==> src/shared/pgsc_cfg.svh <==
// Notes on behaviour
// A qualified high on power good means all supplies are in range and reset may be left.
// The supply monitor drops power good at least 0.5 ms before any supply falls out of range.
// The monitor keeps supply sense high through the warning interval after power good falls.
// A power good low lasting at least 4 us starts a park, followed by a full controller reset.
// Low pulses on power good shorter than 4 us are ignored as glitches.
// After park and reset the controller stays in reset for as long as power good is low.
// Power good counts as asserted only after being high continuously for at least 625 ns.
// The monitor drives supply sense low whenever any supply is below its minimum.
// The monitor holds supply sense high while all supplies stay above their minimum.
// A high standby request input commands active mode; the code gives active mode only in the run state.
// A low standby request input commands standby mode.
// Every asynchronous input passes a two-stage synchroniser before qualification.
`ifndef PGSC_CFG_SVH
`define PGSC_CFG_SVH
// ----------------------------------------
// Timing
// ----------------------------------------
`define PGSC_CLK_PERIOD_PS 10000
`define PGSC_LOW_MIN_NS 4000
`define PGSC_HIGH_MIN_NS 625
`define PGSC_WARN_US 500
// Least times round up to whole cycles
`define PGSC_LOW_CYC ((`PGSC_LOW_MIN_NS * 1000 + `PGSC_CLK_PERIOD_PS - 1) / `PGSC_CLK_PERIOD_PS)
`define PGSC_HIGH_CYC ((`PGSC_HIGH_MIN_NS * 1000 + `PGSC_CLK_PERIOD_PS - 1) / `PGSC_CLK_PERIOD_PS)
`define PGSC_PARK_CYC 16
`define PGSC_CNT_W 12
`endif

==> src/shared/pgsc_pkg.sv <==
package pgsc_pkg;
	typedef enum logic [2:0] {
		PGSC_RESET = 3'b000,
		PGSC_RUN = 3'b001,
		PGSC_PARK = 3'b010,
		PGSC_HOLD = 3'b011
	} pgsc_state_e;
endpackage : pgsc_pkg

==> src/shared/pgsc_sync_if.sv <==
`timescale 1ns/1ps
interface pgsc_sync_if;
	logic pg_s;
	logic sense_s;
	logic standby_s;
	modport src (output pg_s, output sense_s, output standby_s);
	modport dst (input pg_s, input sense_s, input standby_s);
endinterface : pgsc_sync_if

==> src/rtl/pgsc_top.sv <==
`timescale 1ns/1ps
`include "pgsc_cfg.svh"
module pgsc_top
	import pgsc_pkg::*;
#(
	parameter int CNT_W = `PGSC_CNT_W,
	parameter int LOW_CYC = `PGSC_LOW_CYC,
	parameter int HIGH_CYC = `PGSC_HIGH_CYC,
	parameter int PARK_CYC = `PGSC_PARK_CYC
) (
	// Clock and reset
	input wire logic clock,
	input wire logic rst_n,
	// Asynchronous inputs
	input wire logic power_good_in,
	input wire logic supply_sense_in,
	input wire logic standby_req_in,
	// Park handshake
	input wire logic park_done,
	// Status and control outputs
	output logic ctrl_reset_n,
	output logic park_req,
	output logic active_mode,
	output logic standby_mode,
	output logic power_good_ok,
	output logic supply_ok
);
	// ----------------------------------------
	// Synchroniser
	// ----------------------------------------
	// Raw pins cross into the clock domain here and nowhere else
	pgsc_sync_if sync_bus ();
	pgsc_sync u_sync (
		.clock(clock),
		.rst_n(rst_n),
		.power_good_in(power_good_in),
		.supply_sense_in(supply_sense_in),
		.standby_req_in(standby_req_in),
		.sync(sync_bus)
	);
	// Synchronised levels, the only view of the pins that the logic below reads
	wire logic pg_s = sync_bus.pg_s;
	wire logic sense_s = sync_bus.sense_s;
	wire logic standby_s = sync_bus.standby_s;

	// ----------------------------------------
	// Qualification counters
	// ----------------------------------------
	// Counting stops at all ones, so a very long run never wraps into a short one
	function automatic logic [CNT_W-1:0] sat_inc(input logic [CNT_W-1:0] v);
		sat_inc = (v == {CNT_W{1'b1}}) ? v : v + {{(CNT_W-1){1'b0}}, 1'b1};
	endfunction : sat_inc

	// Limits cut to the counter width
	localparam logic [CNT_W-1:0] LOW_LIM = CNT_W'(LOW_CYC);
	localparam logic [CNT_W-1:0] HIGH_LIM = CNT_W'(HIGH_CYC);
	localparam logic [CNT_W-1:0] PARK_LIM = CNT_W'(PARK_CYC);

	// Run lengths of the low and high levels, and time spent parked
	logic [CNT_W-1:0] low_cnt_reg;
	logic [CNT_W-1:0] high_cnt_reg;
	logic [CNT_W-1:0] park_cnt_reg;
	logic [CNT_W-1:0] low_cnt_next;
	logic [CNT_W-1:0] high_cnt_next;
	logic [CNT_W-1:0] park_cnt_next;
	logic pg_ok_reg;
	logic pg_ok_next;

	// Counters restart on each edge, so short pulses never reach a limit
	assign low_cnt_next = pg_s ? '0 : sat_inc(low_cnt_reg);
	assign high_cnt_next = pg_s ? sat_inc(high_cnt_reg) : '0;
	wire logic low_hit = !pg_s && (low_cnt_next >= LOW_LIM);
	wire logic high_hit = pg_s && (high_cnt_next >= HIGH_LIM);
	// Qualified level: set by long high, cleared by long low only
	assign pg_ok_next = high_hit ? 1'b1 : (low_hit ? 1'b0 : pg_ok_reg);

	// ----------------------------------------
	// Power state machine
	// ----------------------------------------
	pgsc_state_e state_reg;
	pgsc_state_e state_next;
	// The park sequence lies outside; its done pulse or the counted length ends it
	wire logic park_over = park_done || (park_cnt_reg >= PARK_LIM);

	always_comb begin
		state_next = state_reg;
		unique case (state_reg)
			PGSC_RESET: if (pg_ok_reg && sense_s) state_next = PGSC_RUN;
			PGSC_RUN: if (!pg_ok_reg) state_next = PGSC_PARK;
			PGSC_PARK: if (park_over) state_next = PGSC_HOLD;
			PGSC_HOLD: state_next = PGSC_RESET;
			default: state_next = PGSC_RESET;
		endcase
	end
	// Park time counts only while parked and restarts on every entry
	assign park_cnt_next = (state_reg == PGSC_PARK) ? sat_inc(park_cnt_reg) : '0;

	// Output next values
	wire logic run_next = (state_next == PGSC_RUN);
	wire logic act_next = run_next && standby_s;
	wire logic stb_next = !(run_next && standby_s);

	// ----------------------------------------
	// State registers
	// ----------------------------------------
	// Counters, qualified level and state advance together
	always_ff @(posedge clock or negedge rst_n) begin
		if (!rst_n) begin
			state_reg <= PGSC_RESET;
			low_cnt_reg <= '0;
			high_cnt_reg <= '0;
			park_cnt_reg <= '0;
			pg_ok_reg <= 1'b0;
		end else begin
			state_reg <= state_next;
			low_cnt_reg <= low_cnt_next;
			high_cnt_reg <= high_cnt_next;
			park_cnt_reg <= park_cnt_next;
			pg_ok_reg <= pg_ok_next;
		end
	end

	// Registered outputs
	always_ff @(posedge clock or negedge rst_n) begin
		if (!rst_n) begin
			ctrl_reset_n <= 1'b0;
			park_req <= 1'b0;
			active_mode <= 1'b0;
			standby_mode <= 1'b1;
			power_good_ok <= 1'b0;
			supply_ok <= 1'b0;
		end else begin
			ctrl_reset_n <= run_next || (state_next == PGSC_PARK);
			park_req <= (state_next == PGSC_PARK);
			active_mode <= act_next;
			standby_mode <= stb_next;
			power_good_ok <= pg_ok_next;
			supply_ok <= sense_s;
		end
	end

	// ----------------------------------------
	// Checks
	// ----------------------------------------
	AST_GLITCH_IGNORED: assert property (@(posedge clock) disable iff (!rst_n)
		(state_reg == PGSC_RUN) && pg_s && $past(low_cnt_reg) < LOW_LIM - 1 |=> pg_ok_reg)
		else $error("Short low pulse dropped qualified power good");
	AST_LOW_STARTS_PARK: assert property (@(posedge clock) disable iff (!rst_n)
		(state_reg == PGSC_RUN) && !pg_ok_reg |=> park_req && state_reg == PGSC_PARK)
		else $error("Lost power good did not start a park");
	AST_PARK_THEN_RESET: assert property (@(posedge clock) disable iff (!rst_n)
		(state_reg == PGSC_PARK) && park_over |=> (state_reg == PGSC_HOLD) ##1 !ctrl_reset_n)
		else $error("Park was not followed by a controller reset");
	AST_HOLD_WHILE_LOW: assert property (@(posedge clock) disable iff (!rst_n)
		(state_reg == PGSC_RESET) && !pg_ok_reg |=> !ctrl_reset_n)
		else $error("Controller left reset while power good low");
	AST_HIGH_QUAL: assert property (@(posedge clock) disable iff (!rst_n)
		$rose(pg_ok_reg) |-> $past(high_cnt_reg) >= HIGH_LIM - 1)
		else $error("Power good accepted before minimum high time");
	AST_LEAVE_RESET: assert property (@(posedge clock) disable iff (!rst_n)
		(state_reg == PGSC_RESET) && pg_ok_reg && sense_s |=> ctrl_reset_n)
		else $error("Qualified power good did not release reset");
	AST_ACTIVE: assert property (@(posedge clock) disable iff (!rst_n)
		(state_next == PGSC_RUN) && standby_s |=> active_mode && !standby_mode)
		else $error("Standby request high did not give active mode");
	AST_STANDBY: assert property (@(posedge clock) disable iff (!rst_n)
		!standby_s |=> standby_mode && !active_mode)
		else $error("Standby request low did not give standby mode");
	AST_SYNC_DELAY: assert property (@(posedge clock) disable iff (!rst_n)
		pg_s |-> $past(power_good_in, 2))
		else $error("Power good sample skipped the synchroniser");

	// ----------------------------------------
	// Checks on qualification
	// ----------------------------------------
	// The qualified level may only drop after a full low run
	AST_LOW_QUAL: assert property (@(posedge clock) disable iff (!rst_n)
		$fell(pg_ok_reg) |-> $past(low_cnt_reg) >= LOW_LIM - 1)
		else $error("Power good dropped before minimum low time");
	// A qualified level only drops while the synchronised pin is low
	AST_LOW_LEVEL: assert property (@(posedge clock) disable iff (!rst_n)
		$fell(pg_ok_reg) |-> !$past(pg_s))
		else $error("Power good dropped while the pin was high");
	// The status output mirrors the internal qualified level
	AST_OK_MIRROR: assert property (@(posedge clock) disable iff (!rst_n)
		power_good_ok == pg_ok_reg)
		else $error("Power good status differs from the qualified level");

	// ----------------------------------------
	// Checks on sequencing
	// ----------------------------------------
	// The controller reset is released only in run and park
	AST_RESET_OUT: assert property (@(posedge clock) disable iff (!rst_n)
		ctrl_reset_n == ((state_reg == PGSC_RUN) || (state_reg == PGSC_PARK)))
		else $error("Controller reset output disagrees with the power state");
	// The park request stands exactly while parked
	AST_PARK_LEVEL: assert property (@(posedge clock) disable iff (!rst_n)
		park_req == (state_reg == PGSC_PARK))
		else $error("Park request disagrees with the power state");
	// Without a done pulse the park runs its full length
	AST_PARK_LEN: assert property (@(posedge clock) disable iff (!rst_n)
		(state_reg == PGSC_PARK) && !park_over |=> (state_reg == PGSC_PARK))
		else $error("Park ended before its length or a done pulse");
	// A park never outlasts its counted length
	AST_PARK_BOUND: assert property (@(posedge clock) disable iff (!rst_n)
		(state_reg == PGSC_PARK) |-> park_cnt_reg <= PARK_LIM)
		else $error("Park ran past its counted length");

	// ----------------------------------------
	// Checks on mode and synchroniser
	// ----------------------------------------
	// Active and standby are never shown together
	AST_MODE_EXCL: assert property (@(posedge clock) disable iff (!rst_n)
		active_mode != standby_mode)
		else $error("Active and standby modes shown together");
	// Supply status lags the pin by both sync stages and its own register
	AST_SENSE_SYNC: assert property (@(posedge clock) disable iff (!rst_n)
		supply_ok |-> $past(supply_sense_in, 3))
		else $error("Supply status skipped the synchroniser");
	// The standby request passes both stages as well
	AST_STBY_SYNC: assert property (@(posedge clock) disable iff (!rst_n)
		standby_s |-> $past(standby_req_in, 2))
		else $error("Standby request skipped the synchroniser");
endmodule : pgsc_top

==> src/rtl/pgsc_sync.sv <==
`timescale 1ns/1ps
module pgsc_sync (
	// Clock and reset
	input wire logic clock,
	input wire logic rst_n,
	// Raw pins
	input wire logic power_good_in,
	input wire logic supply_sense_in,
	input wire logic standby_req_in,
	// Synchronised levels
	pgsc_sync_if.src sync
);
	logic [2:0] meta_reg;
	logic [2:0] stab_reg;
	// Two flops per input; only the second stage is read
	always_ff @(posedge clock or negedge rst_n) begin
		if (!rst_n) begin
			meta_reg <= 3'h0;
			stab_reg <= 3'h0;
		end else begin
			meta_reg <= {standby_req_in, supply_sense_in, power_good_in};
			stab_reg <= meta_reg;
		end
	end
	assign sync.pg_s = stab_reg[0];
	assign sync.sense_s = stab_reg[1];
	assign sync.standby_s = stab_reg[2];
endmodule : pgsc_sync

==> config.mk <==
export PLATFORM = sky130hd
export DESIGN_NAME = pgsc_top
export DESIGN_NICKNAME = d
export VERILOG_FILES = /design/src/shared/pgsc_pkg.sv /design/src/shared/pgsc_sync_if.sv /design/src/rtl/pgsc_top.sv /design/src/rtl/pgsc_sync.sv
export VERILOG_INCLUDE_DIRS = /design/src /design/src/shared
export SDC_FILE = /design/constraint.sdc
export NUM_CORES = 1
export LEC_CHECK = 0
export BUFFER_PORTS_ARGS = -buffer_cell sky130_fd_sc_hd__buf_4
export CAP_MARGIN = 25
export CORE_AREA = 2 2 81 83
export DETAILED_ROUTE_END_ITERATION = 10
export DIE_AREA = 0 0 83 85
export GPL_TIMING_DRIVEN = 0
export SYNTH_ARGS = -nofsm -noshare
export SYNTH_HDL_FRONTEND = slang
export SYNTH_SLANG_ARGS = --single-unit
==> constraint.sdc <==
create_clock -name clock -period 2.7 [get_ports clock]
set_clock_uncertainty 0.15 [all_clocks]
set_input_delay 0.135 -clock clock [delete_from_list [all_inputs] [get_ports clock]]
set_output_delay 0.135 -clock clock [all_outputs]
set_load 0.02 [all_outputs]
==> impl_metrics.json <==
{
  "area_delta_synth_final_pct": 12.3,
  "r2r_start": "high_cnt_reg[0]",
  "core-area_um2": 6200,
  "clock_path_buffers": 2,
  "cap_violations": 0,
  "leakage_uw": 0.00128,
  "reg2regPathDepth": 9,
  "hold_start": "park_done",
  "finalSetupTns_ps": 0,
  "synth_area_leaders": "dfrtp_1, nor2_1, nand3_1, xnor2_1, nand4_1",
  "drtAntennaViolNets": 0,
  "worstHoldPathType": "in -> reg",
  "drive_gt1_share_pct": 13.8,
  "ios": 12,
  "reg2reg_to": "power_good_ok",
  "rows": 29,
  "cts-root-buf": "clkbuf_8",
  "dpl.cell_count": 347,
  "die_area_um2": 7060,
  "cts_htree_levels": 2,
  "post-dp-hpwl_mm": 3.26,
  "synth_nets": 269,
  "num_vias": 1917,
  "antenna_found_initial": 0,
  "wl_mm": 4.85,
  "grt_use_met3_pct": 3.21,
  "antenna_cells": 0,
  "drt-initial-drc-count": 85,
  "top_usage_layer": "met2",
  "hold_depth": 5,
  "gr-usage-met2_pct": 24.0,
  "final_cell_mix": "dfrtp_1, nor2_1, nand3_1",
  "syn-instance-count": 259,
  "placed_cell_area_um2": 2760,
  "post-cts-setup-buffers": 0,
  "grt_usage_pct": 15.0,
  "pre_cts_slack_ps": 458,
  "crit_fanout": 7,
  "clk_latency_ps": 310,
  "synth_edf_count": 0,
  "dieWidth_um": 83,
  "synthArstFlopShare_pct": 100,
  "io_buffers": 11,
  "worst_setup_path_end_kind": "flip-flop",
  "mostFrequentLayoutCell": "dfrtp_1",
  "cp.arrival_ps": 2330,
  "grt_pass1_vias": 1848,
  "reg2reg_slack_ps": 430,
  "final_nets": 291,
  "numCtsBuffers": 5,
  "status": "finished, final reports clean",
  "stdcell_area_um2": 2900,
  "avgRoutedWirePerCell_um": 13.5,
  "grt_max_degree": 52,
  "vias_per_cell": 5.34,
  "final_cell_count_no_fill": 359,
  "synthFlopType": "dfrtp_1",
  "drv_slew": 0,
  "cts_tree": "yes",
  "yosysUniqueCellTypes": 53,
  "yosysTopAreaCell": "dfrtp_1",
  "max_slew.worst_pin.slew_ps": 640,
  "initial_core_util_pct": 41.6,
  "drc": 0,
  "clock-sinks": 51,
  "rsz0062_at_grt": "no",
  "period_minus_slack_ps": 2270,
  "gp_congestion": 0.798,
  "timing.final.crit_share_pct": 84.2,
  "setup_viol": 0,
  "max_freq_ghz": 0.440,
  "crit_path_start_kind": "flip-flop",
  "fin_ws_ps": 428,
  "clk_pin_slew_ps": 100,
  "peakVddDrop_uv": 242,
  "met1_usage_pct": 20.4,
  "powerDensity_nw_per_um2": 456,
  "finalHoldViolations": 0,
  "synth_top_cell_area_share_pct": 48.5,
  "drt_first_pass_iters": 4,
  "die_y_um": 85,
  "relSlewSlack_pct": 57.3,
  "ys_ff_latch": 51,
  "min_to": "state_reg[0]",
  "ys_seq_area_share_pct": 49.5,
  "syn_avg_cell_area_um2": 9.96,
  "worstPathRequired_ps": 2760,
  "grt_pass1_wl_mm": 8.58,
  "grt_overflow": 0,
  "yosysWarnings": 0,
  "syn_area_um2": 2580,
  "critical_path_class": "reg -> reg"
}
-- metal layers --
| metal | vias up | routed length (um) |
|---|---|---|
| li1 | 970 | - |
| met1 | 923 | 2440 |
| met2 | 19 | 2220 |
| met3 | 5 | 123 |
| met4 | 0 | 57 |
| met5 | - | 0 |
-- cell type report --
cell class | count | area (um2)
fillers | 592 | 3310
clock inverters | 3 | 28.8
well taps | 77 | 96.3
clock buffers | 5 | 68.8
inverters | 7 | 26.3
plain buffers | 10 | 78.8
repair buffers | 15 | 123
flip-flops and latches | 51 | 1280
multi-input cells | 191 | 1200
-- Yosys cell counts, types with 2 or more instances --
master	n
dfrtp_1	50
nor2_1	41
nand3_1	17
a21oi_1	12
o21ai_0	12
nand4_1	11
nor3_1	10
nand2_1	8
xnor2_1	8
inv_1	7
a31oi_1	6
xor2_1	6
and3_1	4
buf_6	4
clkbuf_1	4
ha_1	4
mux2i_1	4
nor2b_1	4
and2_1	3
and4_1	3
nand4_2	3
nor4_1	3
a211oi_1	2
and3_2	2
nand3b_1	2
nor3b_1	2
-- worst max-delay path, stage by stage (launching register included) --
cell	delay, ps
dfrtp_1	440
ha_1	290
and4_1	230
buf_6	130
and3_4	160
buf_6	120
o211a_4	240
nand4_2	60
nand4b_1	150
a22o_1	200
-- worst max path at each step --
stage / from / endpoint / slack (ps)
floorplan: high_cnt_reg[0] / power_good_ok / 640
global placement: high_cnt_reg[0] / power_good_ok / 480
detailed placement: high_cnt_reg[0] / power_good_ok / 460
CTS: high_cnt_reg[0] / power_good_ok / 440
global route: park_cnt_reg[1] / park_cnt_reg[7] / 320
finish: high_cnt_reg[0] / power_good_ok / 430
-- stage by stage --
| stage | util (%) | total power (uW) | hold WS, ps |
|---|---|---|---|
| global route | 46.7 | 1380 | 170 |
| floorplan | - | 828 | -311 |
| CTS | 46.7 | 1340 | 105 |
| finish | 46.7 | 1320 | 111 |
| global placement | 44.5 | 859 | 63.0 |
| detailed placement | 44.5 | 860 | 63.1 |
-- what timing repair did --
action | 4_1_cts | 5_1_grt
hold buffers | 4 | 0
gates resized for setup | 0 | 0
endpoints found under the hold margin | 53 | 0
-- where the power goes --
part	switching, uW	total (uW)	internal [uW]
registers	11.6	788	776
clock network	281	473	193
logic	37.2	60.1	22.9
total	329	1320	992
-- cell families (layout without fill, tap and decap cells) --
family | Yosys count | count (layout) | synth area share [%]
compound gates | 42 | 42 | 10.3
buf+inv | 17 | 40 | 4.07
simple gates | 124 | 124 | 26.7
flops | 51 | 51 | 49.5
xor+xnor | 14 | 14 | 4.75
other cells | 1 | 1 | 0.145
fa+ha+maj | 4 | 4 | 1.94
mux | 6 | 6 | 2.57
No activity file was read; power rests on OpenSTA's default activity.
